### src/hdl/flash_host_pkg.sv
// package: register map, pin carriers and timing constants
package flash_host_pkg;
  // register byte offsets on the apb side
  localparam logic [7:0] CTRL_OFF   = 8'h00;
  localparam logic [7:0] ADDR_OFF   = 8'h04;
  localparam logic [7:0] WDATA_OFF  = 8'h08;
  localparam logic [7:0] RDATA_OFF  = 8'h0C;
  localparam logic [7:0] STATUS_OFF = 8'h10;
  // control register fields
  localparam int CTRL_GO_BIT    = 0;
  localparam int CTRL_WR_BIT    = 1;
  localparam int CTRL_WORD_BIT  = 2;
  localparam int CTRL_RST_BIT   = 3;
  localparam int CTRL_UNPR_BIT  = 4;
  // values after reset
  localparam logic [31:0] CTRL_RST_VAL = 32'h0000_0004;
  // bus timing in ns at 40 ns clock
  localparam int CLK_NS      = 40;
  localparam int ACCESS_NS   = 120;
  localparam int STROBE_NS   = 120;
  localparam int RESET_NS    = 500;
  localparam int ACCESS_CYC  = (ACCESS_NS + CLK_NS - 1) / CLK_NS;
  localparam int STROBE_CYC  = (STROBE_NS + CLK_NS - 1) / CLK_NS;
  localparam int RESET_CYC   = (RESET_NS + CLK_NS - 1) / CLK_NS;
  localparam logic [7:0] ACCESS_CNT = 8'(ACCESS_CYC);
  localparam logic [7:0] STROBE_CNT = 8'(STROBE_CYC);
  localparam logic [7:0] RESET_CNT  = 8'(RESET_CYC);
  // apb request carrier
  typedef struct packed {
    logic        psel;
    logic        penable;
    logic        pwrite;
    logic [7:0]  paddr;
    logic [31:0] pwdata;
  } apb_req_t;
  // flash control pins
  typedef struct packed {
    logic chip_sel_n;
    logic out_gate_n;
    logic write_strobe_n;
    logic hw_reset_n;
    logic elevated_id_voltage;
    logic word_mode;
  } flash_ctl_t;
endpackage : flash_host_pkg

### src/hdl/flash_host.sv
// host controller driving a parallel flash through its bus pins
//
// Local design decisions: the register offsets and the APB slave port.
`timescale 1ns/1ps
module flash_host #(
  parameter int ADDR_W = 18  // device word address width
) (
  // clock and reset
  input  wire logic                    clk_i,
  input  wire logic                    rst_n_i,
  // apb slave
  input  wire flash_host_pkg::apb_req_t apb_i,
  output logic [31:0]                  prdata_o,
  output logic                         pready_o,
  output logic                         pslverr_o,
  // flash control pins
  output flash_host_pkg::flash_ctl_t   ctl_o,
  output logic [ADDR_W-1:0]            addr_bus_o,
  // flash data pins, three signals each
  input  wire logic [15:0]             data_i,
  output logic [15:0]                  data_o,
  output logic [15:0]                  data_oe_o,
  // flash busy line
  input  wire logic                    ready_busy_n_i
);
  // cycle phases, one-hot
  typedef enum logic [4:0] {
    ST_IDLE  = 5'b00001,
    ST_READ  = 5'b00010,
    ST_WRITE = 5'b00100,
    ST_HOLD  = 5'b01000,
    ST_RESET = 5'b10000
  } phase_t;

  // whole module state
  typedef struct packed {
    phase_t                  phase;
    logic [7:0]              cnt;
    logic [31:0]             ctrl;
    logic [ADDR_W:0]         addr;    // bit 0 is lsb byte address in byte mode only; word mode puts bits ADDR_W-1:0 on the address pins
    logic [15:0]             wdata;
    logic [15:0]             rdata;
    logic                    busy;
    logic [31:0]             prdata;
    logic                    pready;
    logic                    pslverr;
    flash_host_pkg::flash_ctl_t ctl;
    logic [ADDR_W-1:0]       abus;
    logic [15:0]             dout;
    logic [15:0]             doe;
  } state_t;

  state_t s_reg;  // registered state
  state_t s_next; // next state

  // idle pin levels: standby, outputs of device floated
  function automatic flash_host_pkg::flash_ctl_t idle_pins(
    input logic word, input logic unpr);
    flash_host_pkg::flash_ctl_t c;
    c.chip_sel_n          = 1'b1;
    c.out_gate_n          = 1'b1;
    c.write_strobe_n      = 1'b1;
    c.hw_reset_n          = 1'b1;
    c.elevated_id_voltage = unpr;
    c.word_mode           = word;
    return c;
  endfunction : idle_pins

  // byte lsb of the address on the top data pin, other data bits zero
  function automatic logic [15:0] lsb_drive(input logic [ADDR_W:0] a);
    return {a[0], 15'h0000};
  endfunction : lsb_drive

  // next-state logic
  always_comb begin
    logic word;
    logic unpr;
    logic sel;
    word   = s_reg.ctrl[flash_host_pkg::CTRL_WORD_BIT];
    unpr   = s_reg.ctrl[flash_host_pkg::CTRL_UNPR_BIT];
    sel    = 1'b0;
    s_next = s_reg;
    s_next.pready  = 1'b0;
    s_next.pslverr = 1'b0;
    // apb access phase, answered in one cycle
    if (apb_i.psel && apb_i.penable && !s_reg.pready) begin
      sel = 1'b1;
      s_next.pready = 1'b1;
      s_next.prdata = 32'h0000_0000;
      if (apb_i.pwrite) begin
        case (apb_i.paddr)
          flash_host_pkg::CTRL_OFF: begin
            if (s_reg.busy) begin
              s_next.pslverr = 1'b1; // refused while busy
            end else begin
              s_next.ctrl = apb_i.pwdata;
            end
          end
          flash_host_pkg::ADDR_OFF: begin
            s_next.addr = apb_i.pwdata[ADDR_W:0];
          end
          flash_host_pkg::WDATA_OFF: begin
            s_next.wdata = apb_i.pwdata[15:0];
          end
          flash_host_pkg::RDATA_OFF,
          flash_host_pkg::STATUS_OFF: begin
            s_next.pslverr = 1'b0; // read only, write ignored
          end
          default: begin
            s_next.pslverr = 1'b1;
          end
        endcase
      end else begin
        case (apb_i.paddr)
          flash_host_pkg::CTRL_OFF:   s_next.prdata = s_reg.ctrl;
          flash_host_pkg::ADDR_OFF:
            s_next.prdata = 32'(s_reg.addr);
          flash_host_pkg::WDATA_OFF:  s_next.prdata = {16'h0000, s_reg.wdata};
          flash_host_pkg::RDATA_OFF:  s_next.prdata = {16'h0000, s_reg.rdata};
          flash_host_pkg::STATUS_OFF:
            s_next.prdata = {30'h0000_0000, ready_busy_n_i, s_reg.busy};
          default: s_next.pslverr = 1'b1;
        endcase
      end
    end
    // start a cycle when go was just written
    if (s_reg.phase == ST_IDLE && s_reg.ctrl[flash_host_pkg::CTRL_GO_BIT]
        && !sel) begin
      s_next.ctrl[flash_host_pkg::CTRL_GO_BIT] = 1'b0;
      s_next.busy = 1'b1;
      // width and unprotect pins follow the ctrl word of this cycle
      s_next.ctl  = idle_pins(word, unpr);
      s_next.abus = s_reg.addr[ADDR_W:1];
      if (word) begin
        s_next.abus = s_reg.addr[ADDR_W-1:0];
      end
      if (s_reg.ctrl[flash_host_pkg::CTRL_RST_BIT]) begin
        s_next.phase = ST_RESET;
        s_next.cnt   = flash_host_pkg::RESET_CNT;
        s_next.ctl.hw_reset_n = 1'b0;
        s_next.doe   = 16'h0000;
      end else if (s_reg.ctrl[flash_host_pkg::CTRL_WR_BIT]) begin
        s_next.phase = ST_WRITE;
        s_next.cnt   = flash_host_pkg::STROBE_CNT;
        s_next.ctl.out_gate_n     = 1'b1;
        s_next.ctl.chip_sel_n     = 1'b0;
        s_next.ctl.write_strobe_n = 1'b0;
        if (word) begin
          s_next.dout = s_reg.wdata;
          s_next.doe  = 16'hFFFF;
        end else begin
          s_next.dout = lsb_drive(s_reg.addr) | {8'h00, s_reg.wdata[7:0]};
          s_next.doe  = 16'h80FF;
        end
      end else begin
        s_next.phase = ST_READ;
        s_next.cnt   = flash_host_pkg::ACCESS_CNT;
        s_next.ctl.chip_sel_n     = 1'b0;
        s_next.ctl.out_gate_n     = 1'b0;
        s_next.ctl.write_strobe_n = 1'b1;
        s_next.dout = lsb_drive(s_reg.addr);
        s_next.doe  = word ? 16'h0000 : 16'h8000;
      end
    end
    // cycle sequencing
    case (s_reg.phase)
      ST_IDLE: begin
        // standby only when no cycle starts on this edge
        if (s_next.phase == ST_IDLE) begin
          s_next.ctl = idle_pins(word, unpr);
        end
      end
      ST_READ: begin
        if (s_reg.cnt == 8'h01) begin
          // low lane only in byte mode, ids too
          s_next.rdata = word ? data_i : {8'h00, data_i[7:0]};
          s_next.ctl   = idle_pins(word, unpr);
          s_next.doe   = 16'h0000;
          s_next.phase = ST_HOLD;
        end else begin
          s_next.cnt = s_reg.cnt - 8'h01;
        end
      end
      ST_WRITE: begin
        if (s_reg.cnt == 8'h01) begin
          // strobe and select rise on the same edge, data held one more cycle
          s_next.ctl.write_strobe_n = 1'b1;
          s_next.ctl.chip_sel_n     = 1'b1;
          s_next.phase = ST_HOLD;
        end else begin
          s_next.cnt = s_reg.cnt - 8'h01;
        end
      end
      ST_HOLD: begin
        s_next.doe   = 16'h0000;
        s_next.busy  = 1'b0;
        s_next.phase = ST_IDLE;
      end
      ST_RESET: begin
        if (s_reg.cnt == 8'h01) begin
          s_next.ctl.hw_reset_n = 1'b1;
          s_next.phase = ST_HOLD;
        end else begin
          s_next.cnt = s_reg.cnt - 8'h01;
        end
      end
      default: begin
        s_next.phase = ST_IDLE;
      end
    endcase
  end

  // state register
  always_ff @(posedge clk_i or negedge rst_n_i) begin
    if (!rst_n_i) begin
      s_reg       <= '0;
      s_reg.phase <= ST_IDLE;
      s_reg.ctrl  <= flash_host_pkg::CTRL_RST_VAL;
      s_reg.ctl   <= 6'b111101;
    end else begin
      s_reg <= s_next;
    end
  end

  // outputs straight from flops
  assign prdata_o   = s_reg.prdata;
  assign pready_o   = s_reg.pready;
  assign pslverr_o  = s_reg.pslverr;
  assign ctl_o      = s_reg.ctl;
  assign addr_bus_o = s_reg.abus;
  assign data_o     = s_reg.dout;
  assign data_oe_o  = s_reg.doe;
endmodule : flash_host

### config.mk
export PLATFORM = sky130hd
export DESIGN_NAME = flash_host
export DESIGN_NICKNAME = d
export VERILOG_FILES = /design/src/hdl/flash_host_pkg.sv /design/src/hdl/flash_host.sv
export SDC_FILE = /design/constraint.sdc
export NUM_CORES = 1
export LEC_CHECK = 0
export BUFFER_PORTS_ARGS = -buffer_cell sky130_fd_sc_hd__buf_2
export CAP_MARGIN = 15
export CORE_ASPECT_RATIO = 0.6
export CORE_MARGIN = 2
export CORE_UTILIZATION = 50
export DETAILED_ROUTE_END_ITERATION = 8
export PLACE_DENSITY = 0.85
export SYNTH_ARGS = -nofsm -noshare
export SYNTH_HDL_FRONTEND = slang
export SYNTH_SLANG_ARGS = --single-unit
### constraint.sdc
create_clock -name clk_i -period 2.8 [get_ports clk_i]
set_input_delay 0.14 -clock clk_i [delete_from_list [all_inputs] [get_ports clk_i]]
set_output_delay 0.14 -clock clk_i [all_outputs]
set_load 0.05 [all_outputs]
# Yosys cells after proc, flatten, opt, wreduce, memory -nomap -nowiden
# Index checks and enable logic that the tools add are counted.
dict set report classes {
  n_addsub 1
  eq_ne 12
  n_mux 47
  n_bitwise 3
  n_reduce_logical 20
}
# operator count
set ops {}
lappend ops {{$pmux W32 S5} 1}
lappend ops {{$mux W16} 6}
lappend ops {{$mux W32} 3}
lappend ops {{$mux W36} 2}
lappend ops {{$mux W56} 1}
lappend ops {{$pmux W16 S2} 1}
lappend ops {{$mux W13} 2}
lappend ops {{$mux W19} 1}
lappend ops {{$mux W18} 1}
lappend ops {{$eq A8 B4 Y1 const B} 2}
lappend ops {{$mux W8} 2}
lappend ops {{$or A16 B8 Y16} 1}
lappend ops {{$mux W1} 13}
lappend ops {{$mux W6} 2}
lappend ops {{$mux W11} 1}
lappend ops {{$eq A5 B1 Y1 const B} 2}
lappend ops {{$pmux W5 S2} 1}
lappend ops {{$pmux W1 S3} 3}
lappend ops {{$eq A8 B1 Y1 const B} 1}
lappend ops {{$eq A8 B3 Y1 const B} 1}
lappend ops {{$eq A8 B5 Y1 const B} 1}
lappend ops {{$logic_not A8 Y1} 1}
lappend ops {{$reduce_and A4 Y1} 2}
lappend ops {{$reduce_bool A2 Y1} 4}
lappend ops {{other kinds (19)} 28}
dict set report totals {
  regBits 187
  inputBits 62
  output_inout_bits 90
  elab_cells 103
}

# Longest topological paths before layout
# Gate-level depths: netlist (run 1).
dict set report depth {
  depth_word 9
  mapped_depth 8
  ltp_nobuf 6
}

# Worst setup path before layout (run 1)
# No wires, ideal clock.
dict set report synth_timing {
  kind {register to register}
  startpoint {register s_reg (netlist bit pready_o)}
  endpoint {register s_reg[132] (netlist bit)}
  setup_time_ns 0.125
  arrival_time_ns 2.227
  t_required_ns 2.675
  slack_ns 0.448
  stages_incl_launch_ff 8
  path_buffers 3
  synth_period_minus_slack_ns 2.352
  cell_sequence {dfrtp_1 -> nand3b_1 -> clkbuf_1 -> nor4_1 -> and3_1 -> buf_2 -> buf_4 -> mux2_2}
}
dict set report synth_via {
  elab_chain_cells 3
}
# element line_no
set synth_rtl {}
lappend synth_rtl {{from (decl)} flash_host.sv:53} ;# state_t s_reg;
lappend synth_rtl {{from (signal assigned)} flash_host.sv:221} ;# s_reg <= s_next;
lappend synth_rtl {{$logic_not A1 Y1} flash_host.sv:86} ;# if (apb_i.psel && apb_i.penable && !s_reg.pready) begin
lappend synth_rtl {{$logic_and A1 B1 Y1} flash_host.sv:86}
lappend synth_rtl {{$reduce_and A3 Y1 (no line)} -}
# No other way between the ends.
# A chain may end at the register's enable or synchronous reset.

# Worst setup path in the final report (run 1)
dict set report layout_timing {
  startpoint {register s_reg[183] (netlist bit)}
  endpoint {register s_reg (netlist bit data_o[11])}
}
dict set report layout_via {
  elab_chain_cells 4
}
# element line_no
set layout_rtl {}
lappend layout_rtl {{$eq A5 B1 Y1} flash_host.sv:127} ;# if (s_reg.phase == ST_IDLE && s_reg.ctrl[flash_host_pkg::CTRL_GO_BIT]
lappend layout_rtl {{$logic_and A1 B1 Y1} flash_host.sv:127}
lappend layout_rtl {{$logic_and A1 B1 Y1} flash_host.sv:128} ;# && !sel) begin
lappend layout_rtl {{$reduce_and A2 Y1 (no line)} -}
# No other way between the ends.

==> results of run 1 <==
[power by group through the flow]
stage	registers, uW	clock network [uW]	logic (uW)
finish	2740	2450	278
detailed placement	2790	0	224
global placement	2790	0	220
CTS	2740	2500	279
floorplan	2790	0	82.6
global route	2740	2620	303
[final cells by class]
cell class	count	area share, %
multi-input combinational	400	30.2
clock buffer	17	4.23
tap	234	2.91
timing repair buffer	217	14.0
inverter	5	0.187
sequential	187	46.6
clock inverter	15	1.93
[worst max path at each step]
stage / startpoint / end / slack (ns)
after floorplan: pready_o$_DFF_PN0_ / s_reg[132]$_DFFE_PN0P_ / 0.45
after global placement: apb_i[32] / s_reg[118]$_DFFE_PN0P_ / 0.63
after detailed placement: s_reg[183]$_DFF_PN0_ / data_o[5]$_DFFE_PN0P_ / 0.54
after CTS: s_reg[183]$_DFF_PN0_ / data_o[2]$_DFFE_PN0P_ / 0.53
after global routing: s_reg[183]$_DFF_PN0_ / data_o[11]$_DFFE_PN0P_ / 0.22
final: s_reg[183]$_DFF_PN0_ / data_o[11]$_DFFE_PN0P_ / 0.45
[synth_stat cells (all sizes together) (4+ instances only)]
library cell,n
mux4,14
dfstp,7
nor2,19
nor3,5
nand3,6
nand2,81
buf,101
nor4,6
o21ai,63
inv,5
mux2,78
a21oi,20
clkbuf,30
a22o,27
nand4,4
nor2b,4
dfrtp,180
mux2i,29
and2,4
[cells by family (layout without fill, tap and decap cells)]
logic type	count (synthesis)	after routing	synth area share (%)
buffers and inverters	136	254	10.0
and+or+nand+nor	144	144	8.00
xor gates and xnor gates	2	2	0.204
DFF	187	187	54.6
AOI/OAI and AO/OA	131	131	9.55
adders and majority gates	2	2	0.292
muxes	121	121	17.3
[stage by stage]
| step | area, um2 | power [uW] | setup WS (ns) | utilization, % | std cells |
|---|---|---|---|---|---|
| detailed placement | 8960 | 3010 | 0.540 | 52.7 | 995 |
| global placement | 8960 | 3010 | 0.625 | 52.7 | 995 |
| floorplan | 8580 | 2870 | 0.448 | - | 723 |
| CTS | 10100 | 5510 | 0.529 | 59.2 | 1075 |
| global route | 10100 | 5660 | 0.223 | 59.2 | 1075 |
| finish | 10100 | 5470 | 0.454 | 59.2 | 1075 |
[layer usage]
metal,vias up,routed length [um],part of all wire [%]
met1,2959,9560,46
met2,251,9420,46
li1,2678,-,-
met5,-,0,0
met4,0,212,1.0
met3,23,1470,7.1
[timing repair]
item                                   in CTS  in global routing
resized for setup                           0                  0
hold buffers                               48                  0
endpoints found under the hold margin     170                  0
[worst max-delay path: cells and delay by family (launching register included)]
family           cells  cell delay [ns]
AND/OR/NAND/NOR      3             1.45
flip-flops           1             0.46
AO/OA/AOI/OAI        1             0.34
==> impl_metrics.tcl, run 1 <==
set metrics [dict create \
    fin_crit_sh_pct 83.8 \
    clkTransAtPathRegs_ns 0.07 \
    status "finished clean" \
    die_h_um 105 \
    use_met1_pct 34.3 \
    worst_pin_slew_ns 0.775 \
    fin_crit_ns 2.35 \
    drt.antenna.violating_nets 0 \
    clock_latency_ns 0.43 \
    ir_worst_vdd_mv 0.403 \
    grt_pass1_vias 6072 \
    ys_seq_area_share_pct 54.6 \
    cts_inserted_buffers 17 \
    routedWlPerCell_um 19.2 \
    whs_path_depth 2 \
    row_count 37 \
    combPwrFrac_pct 5.1 \
    grt_antenna_before_repair 0 \
    ys_types 48 \
    arrival_ns 2.68 \
    area_growth_syn_to_layout_pct 17.2 \
    cp_slowest_cell "nor4_1" \
    p_clk_share_pct 44.9 \
    clockRootBuffer "clkbuf_16" \
    worstSetupPathType "flip-flop to flip-flop" \
    crit_path_start_kind "flip-flop" \
    synth_area_leader_cell "dfrtp_1" \
    fillers 1400 \
    p_per_area_nw_per_um2 544 \
    dp.final_hpwl_um 13800 \
    hold_viol_final 0 \
    mostFrequentLayoutCells "dfrtp_1 (180), buf_2 (150), nand2_1 (81)" \
    grt_overflow_total 0 \
    intPower_uw 4070 \
    yosys.area.top_type_share_pct 52.5 \
    syn-cell-area_um2 8580 \
    switching_share_pct 25.5 \
    ios 152 \
    synth_edf_count 0 \
    place_congestion 0.868 \
    hold_path_startpoint "data_i[6]" \
    num_vias 5911 \
    r2r-end "data_o[11]$_DFFE_PN0P_" \
    holdCritPathClass "input port to flip-flop" \
    max_stage_delay_ns 0.57 \
    grt_max_degree 96 \
    grt_setup_unrepaired "false" \
    cp_max_fo 17 \
    fmax_ghz 0.426 \
    required_ns 3.13 \
    clk_path_buf_depth 2 \
    fp.dieW_um 173 \
    critPathCaptureType "flip-flop" \
    postCtsSetupBuffers 0 \
    yosysWarningCount 0 \
    slew_violations 0 \
    cts_tree "done" \
    r2r_cells 4 \
    drtIter0Drc 509 \
    power_frac_seq_pct 50.1 \
    dieArea_um2 18300 \
    grt-busiest-layer "met2" \
    htree_levels 4 \
    synth_area_per_cell_um2 11.9 \
    core_um2 17000 \
    drive_gt1_share_pct 36.3 \
    clock-sinks 187 \
    multi_input_area_um2 3030 \
    reg2reg_slack_ns 0.45 \
    min_to "s_reg[97]$_DFFE_PN0P_" \
    start_util_pct 50.5 \
    use_met3_pct 5.30 \
    drc 0 \
    r2r_start "s_reg[183]$_DFF_PN0_" \
    use_met2_pct 36.3 \
    synthArstFlopShare_pct 100 \
    hold_slack_ns 0.0199 \
    setup_tns_ns 0 \
    ys_ff_latch 187 \
    port_buffers 151 \
    finalNetCount 892 \
    grt_use_total_pct 23.6 \
    firstDrtPassIters 5 \
    ys.flop_type "dfrtp_1" \
    drv_cap 0 \
    largest_reg_flops 97 \
    final_common_cell "dfrtp_1" \
    regArea_um2 4690 \
    synth.area.top_cells "dfrtp_1 (52%), mux2_2 (10%), buf_4 (7.8%)" \
    slew_headroom_pct 48.4 \
    antennaDiodeCount 0 \
    p_leak_uw 0.00493 \
    worst_clock_skew_ns 0.0124 \
    viasPerCell 5.50 \
    grt_pass1_wl_um 33500 \
    syn_inst 723 \
    routed_wl_um 20700 \
    p_sw_uw 1390 \
    synth_nets 787 \
    finalSetupViolations 0 \
    crit_path_cell_trace "nor4_1 -> and4_1 -> nand2_1 -> o21ai_0" \
]
Note: power is estimated with default switching activity, not from simulation.
==> run 2: changes to the inputs <==
==> constraint.sdc (replaced) <==
create_clock -name clk_i -period 2.2 [get_ports clk_i]
set_input_delay 0.11 -clock clk_i [delete_from_list [all_inputs] [get_ports clk_i]]
set_output_delay 0.11 -clock clk_i [all_outputs]
set_load 0.05 [all_outputs]
==> run 2 against run 1 <==
Effect of this change:
- combinational power rose by 30%
- count of clock-buffer cells in the layout did not move
- wire length barely moved
- first-iteration DRC count rose by 19%
- fmax rose by 13%
- critical path depth rose by 2
- hold slack improved by 0.0085 ns
- sequential cell count did not move
- power rose by 25%
- global-route usage fell by 0.20 points
- largest power group unchanged
==> impl_metrics.tcl, run 2 (synthesis results as in run 1) <==
set metrics [dict create \
    cts_tree "done" \
    crit_path_cell_trace "nor4_1 -> buf_4 -> nand4_1 -> buf_12 -> nor3_1 -> o22a_1" \
    antennaDiodeCount 0 \
    fillers 1327 \
    dp.final_hpwl_um 13900 \
    status "finished clean" \
    grt_overflow_total 0 \
    row_count 37 \
    place_congestion 0.880 \
    p_per_area_nw_per_um2 673 \
    ir_worst_vdd_mv 0.449 \
    max_stage_delay_ns 0.49 \
    fin_util_pct 59.8 \
    dieArea_um2 18300 \
    area_growth_syn_to_layout_pct 18.3 \
    required_ns 2.57 \
    viasPerCell 5.56 \
    grt_antenna_before_repair 0 \
    r2r_start "s_reg[184]$_DFF_PN0_" \
    die_h_um 105 \
    fmax_ghz 0.480 \
    holdCritPathClass "input port to flip-flop" \
    drt.antenna.violating_nets 0 \
    grt_pass1_vias 6028 \
    clock_latency_ns 0.44 \
    fin_crit_sh_pct 94.6 \
    ios 152 \
    hold_path_startpoint "data_i[13]" \
    cts_inserted_buffers 17 \
    final_common_cell "dfrtp_1" \
    arrival_ns 2.45 \
    clk_path_buf_depth 2 \
    drtIter0Drc 606 \
    worst_pin_slew_ns 0.561 \
    port_buffers 151 \
    path_buf_inv 2 \
    critPathCaptureType "flip-flop" \
    clockRootBuffer "clkbuf_16" \
    finalNetCount 903 \
    largest_reg_flops 97 \
    htree_levels 4 \
    cp_top_family "simple AND/OR/NAND/NOR gates" \
    clock-sinks 187 \
    r2r_cells 6 \
    regArea_um2 4690 \
    drv_cap 0 \
    core_um2 17000 \
    multi_input_area_um2 3040 \
    worst_clock_skew_ns 0.0106 \
    slew_violations 0 \
    cp_max_fo 75 \
    worstSetupPathType "flip-flop to flip-flop" \
    reg2reg_slack_ns 0.12 \
    routedWlPerCell_um 19.0 \
    drc 0 \
    mostFrequentLayoutCells "dfrtp_1 (179), buf_2 (150), nand2_1 (81)" \
    crit_path_start_kind "flip-flop" \
    finalSetupViolations 0 \
    power_uw 6830 \
    grt_pass1_wl_um 33100 \
    fp.dieW_um 173 \
    cp_slowest_cell "nor4_1" \
    fin_crit_ns 2.08 \
    whs_path_depth 3 \
    grt_max_degree 76 \
    slew_headroom_pct 62.5 \
    start_util_pct 50.5 \
    grt_use_total_pct 23.4 \
    routed_wl_um 20700 \
    clkTransAtPathRegs_ns 0.07 \
    r2r-end "s_reg[183]$_DFF_PN0_" \
    p_leak_uw 0.00498 \
    hold_viol_final 0 \
    num_vias 6036 \
    min_to "s_reg[104]$_DFFE_PN0P_" \
    firstDrtPassIters 5 \
    drive_gt1_share_pct 37.4 \
]
run 2: worst max path at each step:
stage / slack (ns) / startpoint / cells past startpoint / endpoint
2_1_floorplan: 0.006 / pready_o$_DFF_PN0_ / 7 / s_reg[132]$_DFFE_PN0P_
3_3_place_gp: 0.12 / apb_i[32] / 6 / s_reg[115]$_DFFE_PN0P_
3_5_place_dp: 0.08 / apb_i[32] / 6 / s_reg[113]$_DFFE_PN0P_
4_1_cts: 0.12 / s_reg[184]$_DFF_PN0_ / 4 / data_oe_o[5]$_DFF_PN0_
5_1_grt: -0.03 / s_reg[184]$_DFF_PN0_ / 4 / data_oe_o[4]$_DFF_PN0_
6_report: 0.12 / s_reg[184]$_DFF_PN0_ / 6 / s_reg[183]$_DFF_PN0_
run 2: timing repair:
item	in CTS	in global routing
gates resized for setup	0	1
setup buffers	0	0
setup endpoints to repair	0	12
endpoints found under the hold margin	147	0
hold buffers	48	0
run 2: cell type report:
cell class | count | share of cell area [%]
timing repair buffer | 228 | 15.1
clock buffer | 17 | 4.19
inverter | 5 | 0.185
tap | 234 | 2.88
clock inverter | 15 | 1.49
multi-input combinational | 400 | 29.9
sequential | 187 | 46.2
run 2: metal layers:
layer  global-route usage, %  vias to the layer above  part of all wire, %
met5                       0                        -                    0
met4                    5.87                        0                  1.4
met3                    5.92                       31                  6.8
met2                    35.9                      256                   46
met1                    33.7                     3050                   46
li1                        -                     2699                    -
run 2: per-stage QoR:
stage,area [um2],hold WS (ns),instances,TNS [ns],setup WS [ns]
2_1_floorplan,8590,-0.186,723,0,0.00568
3_3_place_gp,9100,0.150,1006,0,0.124
3_5_place_dp,9100,0.149,1006,0,0.0844
4_1_cts,10200,0.0111,1086,0,0.120
5_1_grt,10200,0.0340,1086,-0.0426,-0.0292
6_report,10200,0.0284,1086,0,0.118
run 2: tightest hold or removal path: stages:
cell and delay (ns):
buf_2 0.10, nand2_1 0.06, o21ai_0 0.12
run 2: power by group:
| part | switching (uW) | internal, uW | total, uW |
|---|---|---|---|
| combinational | 193 | 168 | 361 |
| clock | 1470 | 1520 | 2990 |
| sequential | 19.7 | 3460 | 3480 |
==> run 3: changes to the inputs <==
==> constraint.sdc (replaced) <==
create_clock -name clk_i -period 2.2 [get_ports clk_i]
set_input_delay 0.55 -clock clk_i [delete_from_list [all_inputs] [get_ports clk_i]]
set_output_delay 0.55 -clock clk_i [all_outputs]
set_load 0.05 [all_outputs]
==> run 3 against run 2 <==
Effect of this change:
- cell count fell by 3.9%
- fmax rose by 1.3%
- hold slack improved by 0.030 ns
- clock skew up 0.0086 ns
- first-iteration DRC count fell by 27%
- sequential share of layout area grew 1.9 points
- critical path type unchanged
==> impl_metrics.tcl, run 3 (synthesis results as in run 1) <==
set metrics [dict create \
    num_vias 5894 \
    grt_setup_unrepaired "false" \
    p_sw_uw 1730 \
    clock_latency_ns 0.44 \
    worst_pin_slew_ns 0.583 \
    core_um2 17000 \
    p_clk_share_pct 44.8 \
    r2r-end "s_reg[113]$_DFFE_PN0P_" \
    crit_path_start_kind "flip-flop" \
    drc 0 \
    area_growth_syn_to_layout_pct 13.7 \
    dp.final_hpwl_um 14300 \
    grt_max_degree 53 \
    fin_util_pct 57.5 \
    required_ns 2.51 \
    slew_headroom_pct 60.8 \
    htree_levels 4 \
    routedWlPerCell_um 19.3 \
    row_count 37 \
    r2r_cells 5 \
    grt_use_total_pct 23.1 \
    worst_clock_skew_ns 0.0193 \
    drt.antenna.violating_nets 0 \
    finalSetupViolations 0 \
    place_congestion 0.834 \
    slew_violations 0 \
    fp.dieW_um 173 \
    clockRootBuffer "clkbuf_16" \
    switching_share_pct 25.2 \
    firstDrtPassIters 5 \
    status "finished clean" \
    fin_crit_ns 2.05 \
    routed_wl_um 20200 \
    stdcell_count 1044 \
    grt_pass1_wl_um 32400 \
    holdCritPathClass "input port to async pin" \
    hold_slack_ns 0.0585 \
    p_leak_uw 0.00482 \
    cts_resized 0 \
    wl_met1_um 9380 \
    dieArea_um2 18300 \
    clock-sinks 187 \
    cp_max_fo 16 \
    arrival_ns 2.36 \
    route.met2.wl_um 8930 \
    combPwrFrac_pct 4.3 \
    port_buffers 151 \
    setup_tns_ns 0 \
    clk_path_buf_depth 2 \
    mostFrequentLayoutCells "dfrtp_1 (180), buf_2 (150), nand2_1 (81)" \
    drive_gt1_share_pct 40.0 \
    viasPerCell 5.65 \
    drtIter0Drc 445 \
    start_util_pct 50.5 \
    hold_viol_final 0 \
    dp_cells 1011 \
    intPower_uw 5120 \
    r2r_start "pready_o$_DFF_PN0_" \
    drv_cap 0 \
    fillers 1414 \
    final_common_cell "dfrtp_1" \
    grt_antenna_before_repair 1 \
    clkTransAtPathRegs_ns 0.09 \
    worstSetupPathType "flip-flop to flip-flop" \
    power_uw 6840 \
    finalNetCount 860 \
    power_frac_seq_pct 50.9 \
    cts_tree "done" \
    reg2reg_slack_ns 0.15 \
    holdBufCountCts 0 \
    highest_layer "met4" \
    ir_worst_vdd_mv 0.607 \
    p_per_area_nw_per_um2 701 \
    met3_length_um 1510 \
    largest_reg_flops 97 \
    postCtsSetupBuffers 0 \
    fmax_ghz 0.487 \
    grt_overflow_total 0 \
    cts_inserted_buffers 17 \
    ios 152 \
    die_h_um 105 \
    fin_crit_sh_pct 93.4 \
    grt_pass1_vias 5751 \
    critPathCaptureType "flip-flop" \
]
==> run 3: changes by cell type in the layout (fill, tap and decap cells not counted), sizes merged <==
cell,delta
dlygate4sd3,-48
buf,+5
clkinv,+2
clkinvlp,-2
diode,+1
==> run 3: how the worst max path moves through the flow <==
stage,endpoint,startpoint,slack [ns],cells past startpoint
2_1_floorplan,s_reg[113]$_DFFE_PN0P_,apb_i[32],-0.23,5
3_3_place_gp,s_reg[115]$_DFFE_PN0P_,apb_i[32],-0.23,6
3_5_place_dp,s_reg[113]$_DFFE_PN0P_,apb_i[32],-0.30,6
4_1_cts,data_oe_o[7]$_DFF_PN0_,s_reg[184]$_DFF_PN0_,0.008,4
5_1_grt,s_reg[113]$_DFFE_PN0P_,pready_o$_DFF_PN0_,0.04,5
6_report,s_reg[113]$_DFFE_PN0P_,pready_o$_DFF_PN0_,0.15,5
==> run 3: power by group through the flow <==
stage	logic [uW]	clock network, uW	registers, uW
2_1_floorplan	105	0	3550
3_3_place_gp	293	0	3550
3_5_place_dp	299	0	3550
4_1_cts	300	3100	3480
5_1_grt	326	3260	3480
6_report	297	3060	3480
==> run 3: final cells by class <==
type | count | area [um2] | share of cell area [%]
tap | 234 | 293 | 3.00
inverter | 5 | 18.8 | 0.192
timing repair buffer | 185 | 1120 | 11.5
clock inverter | 15 | 169 | 1.73
antenna | 1 | 2.50 | 0.0256
multi-input combinational | 400 | 3050 | 31.2
clock buffer | 17 | 425 | 4.36
sequential | 187 | 4690 | 48.0
==> run 3: worst max-delay path, cell delays in order (launching register included) <==
cell	delay, ns
dfrtp_1	0.40
nand3b_1	0.24
or4_4	0.55
nor3_4	0.18
buf_12	0.19
mux2_2	0.35
==> run 3: routing by layer <==
| layer | up-vias | global-route usage (%) |
|---|---|---|
| met5 | - | 0 |
| met4 | 0 | 6.84 |
| met3 | 28 | 5.88 |
| met2 | 279 | 33.9 |
| met1 | 2964 | 34.1 |
| li1 | 2623 | - |
==> run 3: stage by stage <==
step | setup WS, ns | area (um2)
after floorplan | -0.227 | 8590
after global placement | -0.234 | 9150
after detailed placement | -0.305 | 9150
after CTS | 0.00791 | 9750
after global routing | 0.0385 | 9760
final | 0.145 | 9760
